File: config.mk
export PLATFORM = sky130hd
export DESIGN_NAME = fault_auto_retry_controller
export DESIGN_NICKNAME = d
export VERILOG_FILES = /design/src/core/fault_retry_pkg.sv /design/src/core/ramp_tracker.sv /design/src/core/retry_limit_quantizer.sv /design/src/core/fault_auto_retry_controller.sv
export SDC_FILE = /design/constraint.sdc
export NUM_CORES = 1
export LEC_CHECK = 0
export CAP_MARGIN = 20
export CORE_UTILIZATION = 30
export DETAILED_ROUTE_END_ITERATION = 7
export DONT_BUFFER_PORTS = 1
export GPL_TIMING_DRIVEN = 0
export PLACE_DENSITY = 0.5
export SETUP_SLACK_MARGIN = 0.05
export SYNTH_ARGS = -nofsm -noshare
export SYNTH_HDL_FRONTEND = slang
export SYNTH_SLANG_ARGS = --single-unit
File: constraint.sdc
create_clock -name core_clk -period 3 [get_ports core_clk]
set_input_delay 0.75 -clock core_clk [delete_from_list [all_inputs] [get_ports core_clk]]
set_output_delay 0.75 -clock core_clk [all_outputs]
set_load 0.005 [all_outputs]
File: src/core/fault_retry_pkg.sv
// constants, types and register map of the fault auto-retry controller
package fault_retry_pkg;
    // timing: clock, ramp discharge pulse, retry delay and quiet interval
    localparam int CLK_PERIOD_NS = 50;
    localparam int DISCHARGE_TIME_NS = 200;
    localparam int DISCHARGE_CYCLES = (DISCHARGE_TIME_NS + CLK_PERIOD_NS - 1) / CLK_PERIOD_NS;
    localparam int DELAY_RAMPS = 128;
    localparam int QUIET_DELAYS = 7;
    localparam int QUIET_RAMPS = QUIET_DELAYS * DELAY_RAMPS;
    // retry count derivation
    localparam int RATIO_GAIN = 4;
    localparam int DEFAULT_RETRIES = 4;
    localparam int LEVEL_STEP = 4;
    localparam int LEVEL_COUNT = 5;
    localparam int MAX_RETRIES = 1024;
    localparam int COUNT_W = 11;
    // register map, byte addresses
    localparam int ADDR_W = 8;
    localparam logic [7:0] ADDR_CTRL = 8'h00;
    localparam logic [7:0] ADDR_STATUS = 8'h04;
    localparam logic [7:0] ADDR_EVENT = 8'h08;
    localparam logic [7:0] ADDR_EVENT_CLR = 8'h0C;
    localparam logic [7:0] ADDR_EVENT_EN = 8'h10;
    localparam logic CTRL_RESET = 1'h1;
    // status fields
    localparam int STATUS_PHASE_LSB = 0;
    localparam int STATUS_RETRY_LSB = 8;
    localparam int STATUS_LIMIT_LSB = 20;
    localparam int STATUS_UNLIMITED_BIT = 31;
    // event bits
    localparam int EVENT_W = 5;
    localparam int EV_LATCH = 0;
    localparam int EV_RETRY = 1;
    localparam int EV_LOCKOUT = 2;
    localparam int EV_HANDSHAKE = 3;
    localparam int EV_COUNT_CLR = 4;
    localparam logic [EVENT_W-1:0] EVENT_EN_RESET = 5'h00;

    typedef enum logic [4:0] {
        PH_OFF = 5'b00001,
        PH_MEASURE = 5'b00010,
        PH_RUN = 5'b00100,
        PH_WAIT = 5'b01000,
        PH_LATCHED = 5'b10000
    } phase_type;

    typedef struct packed {
        logic over_temperature;
        logic breaker_trip;
        logic blanking_timer_grounded;
        logic current_limit_grounded;
    } fault_cause_type;

    typedef struct packed {
        logic delay_grounded;
        logic delay_ramp_top;
        logic count_grounded;
        logic count_open;
        logic count_ramp_top;
    } strap_sense_type;
endpackage

File: src/core/ramp_tracker.sv
// strap ramp oscillator: counts one period per crossing and discharges the pin
module ramp_tracker
    import fault_retry_pkg::*;
(
    // clock and reset
    input wire logic core_clk,
    input wire logic reset_n,
    // comparator side
    input wire logic run,
    input wire logic ramp_top,
    // results
    output logic discharge,
    output logic period_done
);
    localparam int CNT_W = $clog2(DISCHARGE_CYCLES + 1);

    typedef struct packed {
        logic [CNT_W-1:0] count;
        logic armed;
        logic discharge;
        logic period_done;
    } ramp_state_type;

    ramp_state_type state_reg;
    ramp_state_type state_next;

    always_comb begin
        state_next = state_reg;
        state_next.period_done = 1'b0;
        if (!run) begin
            // a stopped ramp may sit at its top; without this the start would never arm
            state_next = '0;
            state_next.armed = 1'b1;
        end else if (state_reg.discharge) begin
            state_next.count = state_reg.count - CNT_W'(1);
            if (state_reg.count == CNT_W'(1)) begin
                state_next.discharge = 1'b0;
            end
        end else if (!ramp_top) begin
            // re-arm only once the comparator has dropped, so one crossing is one period
            state_next.armed = 1'b1;
        end else if (state_reg.armed) begin
            state_next.armed = 1'b0;
            state_next.discharge = 1'b1;
            state_next.count = CNT_W'(DISCHARGE_CYCLES);
            state_next.period_done = 1'b1;
        end
    end

    always_ff @(posedge core_clk or negedge reset_n) begin
        if (!reset_n) begin
            state_reg <= '0;
        end else begin
            state_reg <= state_next;
        end
    end

    assign discharge = state_reg.discharge;
    assign period_done = state_reg.period_done;
endmodule

File: src/core/retry_limit_quantizer.sv
// turns a measured ramp ratio into a retry limit on the fixed level ladder
module retry_limit_quantizer
    import fault_retry_pkg::*;
(
    // clock and reset
    input wire logic core_clk,
    input wire logic reset_n,
    // measurement
    input wire logic load,
    input wire logic [COUNT_W-1:0] ratio,
    // result
    output logic [COUNT_W-1:0] limit
);
    typedef struct packed {
        logic [COUNT_W-1:0] limit;
    } quant_state_type;

    quant_state_type state_reg;
    quant_state_type state_next;
    logic [COUNT_W+1:0] nominal;

    function automatic logic [COUNT_W-1:0] round_up_level(input logic [COUNT_W+1:0] value);
        logic [COUNT_W-1:0] level;
        logic [COUNT_W-1:0] pick;
        level = COUNT_W'(MAX_RETRIES);
        pick = COUNT_W'(MAX_RETRIES);
        // walk down the ladder; the last level still at or above the value wins
        for (int i = 0; i < LEVEL_COUNT; i++) begin
            if (value <= (COUNT_W + 2)'(level)) begin
                pick = level;
            end
            level = level / COUNT_W'(LEVEL_STEP);
        end
        return pick;
    endfunction

    assign nominal = (COUNT_W + 2)'(RATIO_GAIN) * {2'b00, ratio};

    always_comb begin
        state_next = state_reg;
        if (load) begin
            state_next.limit = round_up_level(nominal);
        end
    end

    always_ff @(posedge core_clk or negedge reset_n) begin
        if (!reset_n) begin
            state_reg.limit <= COUNT_W'(DEFAULT_RETRIES);
        end else begin
            state_reg <= state_next;
        end
    end

    assign limit = state_reg.limit;
endmodule

File: src/core/fault_auto_retry_controller.sv
// fault latch, strap decoding, auto-retry sequencing, handshake gating and APB registers
//
// Design decisions made here: the APB slave port and the placing of the registers.
module fault_auto_retry_controller
    import fault_retry_pkg::*;
(
    // clock and reset
    input wire logic core_clk,
    input wire logic reset_n,
    // supply and enable sensing
    input wire logic enable_undervoltage_input,
    input wire logic supply_undervoltage,
    input wire logic gate_charged,
    // fault causes and straps
    input wire fault_cause_type fault_cause,
    input wire strap_sense_type strap_sense,
    // load handshake comparator, high while above threshold
    input wire logic load_handshake_input,
    // switch and status pins
    output logic switch_on,
    output logic power_good_output,
    output logic fault_latched,
    output logic handshake_fault,
    output logic retry_delay_strap_discharge,
    output logic retry_count_strap_discharge,
    // APB slave
    input wire logic psel,
    input wire logic penable,
    input wire logic pwrite,
    input wire logic [ADDR_W-1:0] paddr,
    input wire logic [31:0] pwdata,
    output logic [31:0] prdata,
    output logic pready,
    output logic pslverr,
    // interrupt
    output logic irq
);
    localparam int WAIT_W = $clog2(DELAY_RAMPS);
    localparam int QUIET_W = $clog2(QUIET_RAMPS);
    localparam logic [WAIT_W-1:0] WAIT_LAST = WAIT_W'(DELAY_RAMPS - 1);
    localparam logic [QUIET_W-1:0] QUIET_LAST = QUIET_W'(QUIET_RAMPS - 1);

    typedef struct packed {
        phase_type phase;
        logic latch_only;
        logic unlimited;
        logic count_from_cap;
        logic measuring;
        logic [WAIT_W-1:0] wait_cnt;
        logic [QUIET_W-1:0] quiet_cnt;
        logic [COUNT_W-1:0] retry_cnt;
        logic [COUNT_W-1:0] ratio_cnt;
        logic fault_latched;
        logic handshake_fault;
        logic switch_on;
        logic power_good;
        logic sw_enable;
        logic [EVENT_W-1:0] events;
        logic [EVENT_W-1:0] event_en;
        logic [31:0] prdata;
        logic pready;
        logic pslverr;
        logic irq;
    } ctrl_state_type;

    ctrl_state_type state_reg;
    ctrl_state_type state_next;

    logic delay_done;
    logic count_done;
    logic quant_load;
    logic [COUNT_W-1:0] quant_limit;
    logic [COUNT_W-1:0] eff_limit;
    logic enabled;
    logic fault_any;
    logic exhausted;
    logic commit;

    function automatic logic is_mapped(input logic [ADDR_W-1:0] addr);
        return addr == ADDR_CTRL || addr == ADDR_STATUS || addr == ADDR_EVENT
            || addr == ADDR_EVENT_CLR || addr == ADDR_EVENT_EN;
    endfunction

    // the delay oscillator runs whenever enabled, except in latch-only mode, so the quiet interval keeps time
    ramp_tracker delay_ramp (
        .core_clk(core_clk),
        .reset_n(reset_n),
        .run(state_reg.phase != PH_OFF && !state_reg.latch_only),
        .ramp_top(strap_sense.delay_ramp_top),
        .discharge(retry_delay_strap_discharge),
        .period_done(delay_done)
    );

    ramp_tracker count_ramp (
        .core_clk(core_clk),
        .reset_n(reset_n),
        .run(state_reg.phase == PH_MEASURE),
        .ramp_top(strap_sense.count_ramp_top),
        .discharge(retry_count_strap_discharge),
        .period_done(count_done)
    );

    retry_limit_quantizer quantizer (
        .core_clk(core_clk),
        .reset_n(reset_n),
        .load(quant_load),
        .ratio(state_reg.ratio_cnt),
        .limit(quant_limit)
    );

    assign enabled = enable_undervoltage_input && !supply_undervoltage && state_reg.sw_enable;
    assign fault_any = |fault_cause;
    assign quant_load = state_reg.phase == PH_MEASURE && state_reg.measuring && count_done;
    assign eff_limit = state_reg.count_from_cap ? quant_limit : COUNT_W'(DEFAULT_RETRIES);
    assign exhausted = !state_reg.unlimited && state_reg.retry_cnt >= eff_limit;
    assign commit = psel && penable && state_reg.pready;

    always_comb begin
        logic [EVENT_W-1:0] ev;
        logic [EVENT_W-1:0] clr;
        ev = '0;
        clr = '0;
        state_next = state_reg;
        state_next.pready = 1'b0;
        state_next.pslverr = 1'b0;

        // quiet interval since the last fault, held at its end
        if (fault_any) begin
            state_next.quiet_cnt = '0;
        end else if (delay_done && state_reg.quiet_cnt != QUIET_LAST) begin
            state_next.quiet_cnt = state_reg.quiet_cnt + QUIET_W'(1);
        end

        case (state_reg.phase)
            PH_OFF: begin
                if (enabled) begin
                    // straps are caught at the enabling edge and held while enabled
                    state_next.latch_only = strap_sense.delay_grounded;
                    state_next.unlimited = strap_sense.count_grounded;
                    state_next.count_from_cap = !strap_sense.count_grounded
                                                && !strap_sense.count_open;
                    state_next.phase = (!strap_sense.count_grounded && !strap_sense.count_open)
                                       ? PH_MEASURE : PH_RUN;
                end
            end
            PH_MEASURE: begin
                if (fault_any) begin
                    state_next.fault_latched = 1'b1;
                    ev[EV_LATCH] = !state_reg.fault_latched;
                end
                if (state_reg.measuring && delay_done && state_reg.ratio_cnt != '1) begin
                    state_next.ratio_cnt = state_reg.ratio_cnt + COUNT_W'(1);
                end
                if (count_done) begin
                    if (state_reg.measuring) begin
                        state_next.measuring = 1'b0;
                        state_next.wait_cnt = '0;
                        if (!state_next.fault_latched) begin
                            state_next.phase = PH_RUN;
                        end else if (state_reg.latch_only) begin
                            state_next.phase = PH_LATCHED;
                        end else begin
                            state_next.phase = PH_WAIT;
                        end
                    end else begin
                        state_next.measuring = 1'b1;
                        state_next.ratio_cnt = '0;
                    end
                end
            end
            PH_RUN: begin
                if (fault_any) begin
                    state_next.fault_latched = 1'b1;
                    state_next.wait_cnt = '0;
                    ev[EV_LATCH] = 1'b1;
                    if (state_reg.latch_only) begin
                        state_next.phase = PH_LATCHED;
                        ev[EV_LOCKOUT] = 1'b1;
                    end else begin
                        state_next.phase = PH_WAIT;
                    end
                end else if (delay_done && state_reg.quiet_cnt == QUIET_LAST
                             && state_reg.retry_cnt != '0) begin
                    state_next.retry_cnt = '0;
                    ev[EV_COUNT_CLR] = 1'b1;
                end
            end
            PH_WAIT: begin
                if (delay_done) begin
                    if (state_reg.wait_cnt == WAIT_LAST) begin
                        if (exhausted) begin
                            state_next.phase = PH_LATCHED;
                            ev[EV_LOCKOUT] = 1'b1;
                        end else begin
                            state_next.retry_cnt = state_reg.retry_cnt + COUNT_W'(1);
                            state_next.fault_latched = 1'b0;
                            state_next.phase = PH_RUN;
                            ev[EV_RETRY] = 1'b1;
                        end
                    end else begin
                        state_next.wait_cnt = state_reg.wait_cnt + WAIT_W'(1);
                    end
                end
            end
            PH_LATCHED: begin
                state_next.fault_latched = 1'b1;
            end
            default: begin
                state_next.phase = PH_OFF;
            end
        endcase

        // handshake: pulled low by the load releases the fault
        if (!load_handshake_input) begin
            state_next.handshake_fault = 1'b0;
        end
        if (state_reg.power_good && load_handshake_input) begin
            state_next.handshake_fault = 1'b1;
            ev[EV_HANDSHAKE] = !state_reg.handshake_fault;
        end

        // supply or enable shutdown is the external latch reset
        if (!enabled) begin
            state_next.phase = PH_OFF;
            state_next.fault_latched = 1'b0;
            state_next.handshake_fault = 1'b0;
            state_next.retry_cnt = '0;
            state_next.wait_cnt = '0;
            state_next.measuring = 1'b0;
        end

        state_next.switch_on = state_next.phase == PH_RUN && !fault_any
                               && !load_handshake_input
                               && !state_next.handshake_fault;
        state_next.power_good = state_reg.switch_on && state_next.switch_on && gate_charged;

        // APB: pready rises one cycle into the access phase; writes land at the next edge, while pready is high
        if (psel && penable && !state_reg.pready) begin
            state_next.pready = 1'b1;
            state_next.pslverr = !is_mapped(paddr);
            state_next.prdata = '0;
            if (!pwrite) begin
                case (paddr)
                    ADDR_CTRL: state_next.prdata[0] = state_reg.sw_enable;
                    ADDR_STATUS: begin
                        state_next.prdata[STATUS_PHASE_LSB +: 5] = state_reg.phase;
                        state_next.prdata[STATUS_RETRY_LSB +: COUNT_W] = state_reg.retry_cnt;
                        state_next.prdata[STATUS_LIMIT_LSB +: COUNT_W] = eff_limit;
                        state_next.prdata[STATUS_UNLIMITED_BIT] = state_reg.unlimited;
                    end
                    ADDR_EVENT: state_next.prdata[EVENT_W-1:0] = state_reg.events;
                    ADDR_EVENT_EN: state_next.prdata[EVENT_W-1:0] = state_reg.event_en;
                    default: state_next.prdata = '0;
                endcase
            end
        end
        if (commit && pwrite) begin
            case (paddr)
                ADDR_CTRL: state_next.sw_enable = pwdata[0];
                ADDR_EVENT_CLR: clr = pwdata[EVENT_W-1:0];
                ADDR_EVENT_EN: state_next.event_en = pwdata[EVENT_W-1:0];
                default: clr = '0;
            endcase
        end
        // a new event in the clearing cycle survives the clear
        state_next.events = (state_reg.events & ~clr) | ev;
        state_next.irq = |(state_next.events & state_next.event_en);
    end

    always_ff @(posedge core_clk or negedge reset_n) begin
        if (!reset_n) begin
            state_reg <= '0;
            state_reg.phase <= PH_OFF;
            state_reg.sw_enable <= CTRL_RESET;
            state_reg.event_en <= EVENT_EN_RESET;
        end else begin
            state_reg <= state_next;
        end
    end

    assign switch_on = state_reg.switch_on;
    assign power_good_output = state_reg.power_good;
    assign fault_latched = state_reg.fault_latched;
    assign handshake_fault = state_reg.handshake_fault;
    assign prdata = state_reg.prdata;
    assign pready = state_reg.pready;
    assign pslverr = state_reg.pslverr;
    assign irq = state_reg.irq;
endmodule

==> After elaboration in Yosys (flattened, before gate mapping) <==
Index checks and enable logic that the tools add are counted.
{ "word_totals": {"reg_bits": 121, "inputBits": 58, "out_inout_bits": 41, "elab_cells": 223} }
{ "op_classes": {"n_addsub": 6, "n_lt_le_gt_ge": 5, "n_eq_ne": 37, "muxes": 91, "bitwise_logic": 4, "reduce_logical": 51} }
{ "ops": {"columns": ["cell", "n"], "rows": [
  ["2-to-1 mux 11 bit", 15],
  ["2-to-1 mux 5 bit", 13],
  ["inequality test 3 bit, second input constant", 12],
  ["2-to-1 mux 32 bit", 1],
  ["2-to-1 mux 1 bit", 30],
  ["2-to-1 mux 7 bit", 4],
  ["one-hot mux 5 bit (5 select lines)", 1],
  ["2-to-1 mux 6 bit", 4],
  ["adder 11 x 1 -> 11 bit, second input constant", 2],
  ["logical AND 1 bit", 22],
  ["one-hot mux 11 bit (2 select lines)", 1],
  ["one-hot mux 7 bit (3 select lines)", 1],
  ["2-to-1 mux 10 bit", 2],
  ["equality test 8 x 4 -> 1 bit, second input constant", 2],
  ["2-to-1 mux 8 bit", 2],
  ["2-to-1 mux 3 bit", 5],
  ["<= comparator 13 x 3 -> 1 bit, second input constant", 1],
  ["<= comparator 13 x 5 -> 1 bit, second input constant", 1],
  ["<= comparator 13 x 7 -> 1 bit, second input constant", 1],
  ["<= comparator 13 x 9 -> 1 bit, second input constant", 1],
  ["zero test 1 bit", 12],
  ["2-to-1 mux 12 bit", 1],
  ["2-to-1 mux 2 bit", 6],
  ["one-hot mux 4 bit (3 select lines)", 1],
  ["other kinds (36)", 53]
]} }

==> Longest topological paths before layout <==
{ "depth": {"depth_word": 14, "mapped_depth": 9, "ltp_nobuf": 8} }

==> Cells and area by module <==
Synthesis repeated with hierarchy kept, for this count alone.
{ "unflattened": {"hier_cells": 625, "hier_area_um2": 6150.9} }
{ "by_module_without_submodules": {"columns": ["mod", "instances", "cells_per_inst", "area_per_inst_um2"], "rows": [
  ["fault_auto_retry_controller", 1, 529, 5149.9],
  ["ramp_tracker", 2, 28, 310.3],
  ["retry_limit_quantizer", 1, 40, 380.4]
]} }

==> Worst setup path after synthesis <==
Ideal clock, no wire load.
{ "synth_path": {"kind": "input -> register", "start": "input fault_cause[1] in the netlist's numbering", "end": "register state_reg[63] in the netlist's numbering", "t_arrival_ns": 2.150, "path_slack_ns": 0.711, "path_stages": 7, "path_cell_list": "nor4_2 nand4_1 nor3_4 nor3_2 buf_2 o311ai_0 o31ai_1"} }
{ "synth_between": {"elab_chain_len": 3} }
{ "synth_rtl": {"columns": ["item", "line_no", "text"], "rows": [
  ["start: declaration", "fault_auto_retry_controller.sv:15", "input wire fault_cause_type fault_cause,"],
  ["OR reduction 4 bit", "fault_auto_retry_controller.sv:112", "assign fault_any = |fault_cause;"],
  ["inequality test 3 bit (no line)", null, null],
  ["AND reduction 6 bit (no line)", null, null],
  ["end signal: assignment", "fault_auto_retry_controller.sv:277", "state_reg <= state_next;"],
  ["end: declaration", "fault_auto_retry_controller.sv:66", "ctrl_state_type state_reg;"]
]} }
No other way between the ends.
A chain may end at the register's enable or synchronous reset.

==> Worst setup path after layout <==
{ "layout_path": {"start": "register state_reg[90] in the netlist's numbering", "end": "register state_reg[71] in the netlist's numbering"} }
{ "layout_between": {"elab_chain_len": 5} }
{ "layout_rtl": {"columns": ["item", "line_no", "text"], "rows": [
  ["2-to-1 mux 11 bit", "fault_auto_retry_controller.sv:114", "assign eff_limit = state_reg.count_from_cap ? quant_limit : COUNT_W'(DEFAULT_RETRIES);"],
  [">= comparator 11 bit", "fault_auto_retry_controller.sv:115", "assign exhausted = !state_reg.unlimited && state_reg.retry_cnt >= eff_limit;"],
  ["logical AND 1 bit", "fault_auto_retry_controller.sv:115", null],
  ["inequality test 3 bit (no line)", null, null],
  ["AND reduction 6 bit (no line)", null, null]
]} }
No other way between the ends.

==> reports/metrics.cfg <==
[critical_path]
crit_start = state_reg[90]$_DFFE_PN0P_
worst-r2r-setup-slack_ns = 0.47
cp-start-kind = register
critPathMaxFanout = 10
crit_type = reg -> reg
arrival_ns = 2.76
slowest_delay_ns = 0.45
path_cells = nand2b_1, ha_1, nand2_1, a31oi_1, o2111ai_1, a221oi_2, buf_2, nor3_1, mux2i_1
required_ns = 3.23
reg2reg_depth = 9
rr_startpoint = state_reg[90]$_DFFE_PN0P_
slowest_stage = a221oi_2
end_kind = register

[global_routing]
grt_first_pass_wirelength_um = 22200
grt_use_total = 0.145
grt_max_degree = 106
first_global_vias = 4246
antenna_found_initial = 1
overflow = 0

[logic_synthesis]
synth_most_common_cell = dfrtp_1
yosysSeqAreaShare = 0.462
synth_cells = 598
synth_top_area_share = 0.448
avgSynthCellArea_um2 = 9.52
synth_cell_types = 66
ys_top_cells_by_count = dfrtp_1 (102), nand2_1 (65), nor2_1 (61)
async_reset_ff_frac = 1.00
ys.flop_type = dfrtp_1
synth_area_leaders = dfrtp_1 (45%), nand2_1 (4.3%), buf_4 (4.2%), nor2_1 (4.0%), ha_1 (3.5%)
ys_ff_latch = 105
synth_enable_flop_cells = 0
syn-cell-area_um2 = 5690
synth_area_leader_cell = dfrtp_1
ys_warn_count = 0

[timing]
rsz0062_at_grt = false
skew_ns = 0.0118
slew_viol_final = 0
clock.fmax_ghz = 0.396
tightest_slew_ns = 0.699
slew_headroom = 0.529
fin_crit_ns = 2.53
fin_tns_setup_ns = 0
setup_viol = 0
hold_viol_final = 0
fin_crit_sh = 0.842
fin_ws_ns = 0.475

[drt]
wl_um = 13400
wire_per_inst_um = 15.7
firstDrtPassIters = 4
vias = 4346
ant_nets = 0
drt-initial-drc-count = 204
route.detailed.drc = 0
vias_per_cell = 5.07

[finish]
layout-drive-gt1-share = 0.124
layout-area-overhead-vs-synth_pct = 11.1
final_area_um2 = 6330
filler_cell_count = 1937
largest_reg_flops = 59
nets = 692

[placement]
dpl_cell_area_um2 = 6020
numPortBuffers = 0
place_hpwl_um = 10100
dp_slack_ns = 0.222
gp_congestion = 0.877

[power]
p_leak_nw = 2.86
ir_drop_v = 0.000234
power_density_nw_per_um2 = 423
power.total_mw = 2.68

[cts]
cts_sinks = 105
cts_setup_buffers = 0
htree_num_levels = 3
cts_max_path_buffers = 2
worstSkewPairLatency_ns = 0.35
cts_tree = yes
cts_root_buffer = clkbuf_16
cts_resized = 0
cts_buffers = 9
hold_buffers = 0
clkSlewWorstSetupHoldPaths_ns = 0.07

[floorplan]
rows = 50
coreArea_um2 = 18600
dieWidth_um = 140
io_pins = 99
die_area_um2 = 19500
die_y_um = 140
initial_core_util = 0.305

[worst_hold_path]
hp-class = in -> async

[job]
cap_violations = 0

[run_status]
run_status = complete, no violations

==> placed cells by master (no fill, tap or decap), types with 12 or more instances in the layout <==
cell	netlist	final
xor2_1	14	14
ha_1	16	16
nand4_1	13	13
nor3_1	15	15
nor2_1	61	61
dfrtp_1	102	102
nand2_1	65	65
and3_1	15	15
o31ai_1	14	14
clkbuf_1	12	12
a22o_1	22	22
o21ai_0	34	34
a21oi_1	15	15
buf_4	32	32
nand3_1	17	17
inv_1	22	22
==> critical path: cells and delay by family (launching register included) <==
kind	cells	cell delay [ns]
adder cells (fa/ha/maj)	1	0.31
buffers and inverters	1	0.31
AND/OR/NAND/NOR	3	0.32
multiplexers	1	0.13
AO/OA/AOI/OAI	3	0.89
flip-flops	1	0.44
==> cell type report <==
class	count	area (um2)	area share
antenna	1	2.50	0.000395
multi-input combinational	429	2700	0.426
inverter	22	82.6	0.0130
tap	234	293	0.0463
buffer	51	319	0.0504
clock buffer	11	253	0.0399
sequential	105	2630	0.416
clock inverter	4	52.6	0.00830
==> final timing paths <==
check	end
setup / recovery	state_reg[71]$_DFFE_PN0P_
hold / removal	prdata[9]$_DFFE_PN0P_
setup reg to reg	state_reg[71]$_DFFE_PN0P_
hold reg to reg	prdata[0]$_DFFE_PN0P_
max in group asynchronous	quantizer.limit[2]$_DFFE_PN1P_
min in group core_clk	prdata[0]$_DFFE_PN0P_
==> kinds of logic (layout without fill, tap and decap cells) <==
group,count (synthesis),after routing,share of synthesized area
xor gates and xnor gates,21,21,0.0323
other,1,11,0.000659
and+or+nand+nor,243,243,0.220
buffers and inverters,73,88,0.0705
AOI/OAI and AO/OA,123,123,0.150
adders and majority gates,16,16,0.0352
muxes,16,16,0.0294
DFF,105,105,0.462
==> power breakdown <==
group | internal (mW) | total [mW] | switching (mW)
Combinational | 0.0192 | 0.0482 | 0.0289
Sequential | 1.42 | 1.42 | 0.00204
Clock | 0.690 | 1.21 | 0.521
==> metal layers <==
| metal | part of all wire | wire length (um) | global-route usage | vias to the layer above |
|---|---|---|---|---|
| met5 | 0 | 0 | 0 | - |
| met4 | 0.017 | 223 | 0.0596 | 0 |
| met3 | 0.060 | 809 | 0.0372 | 17 |
| met2 | 0.46 | 6190 | 0.228 | 88 |
| met1 | 0.46 | 6210 | 0.189 | 2102 |
| li1 | - | - | - | 2139 |
==> per-stage QoR <==
stage	utilization	hold slack, ns	std cells
floorplan	-	0.451	607
global placement	0.323	0.458	841
global route	0.339	0.0707	856
finish	0.339	0.0946	857
CTS	0.339	0.0761	856
detailed placement	0.323	0.458	841
No activity file was read; power rests on OpenSTA's default activity.
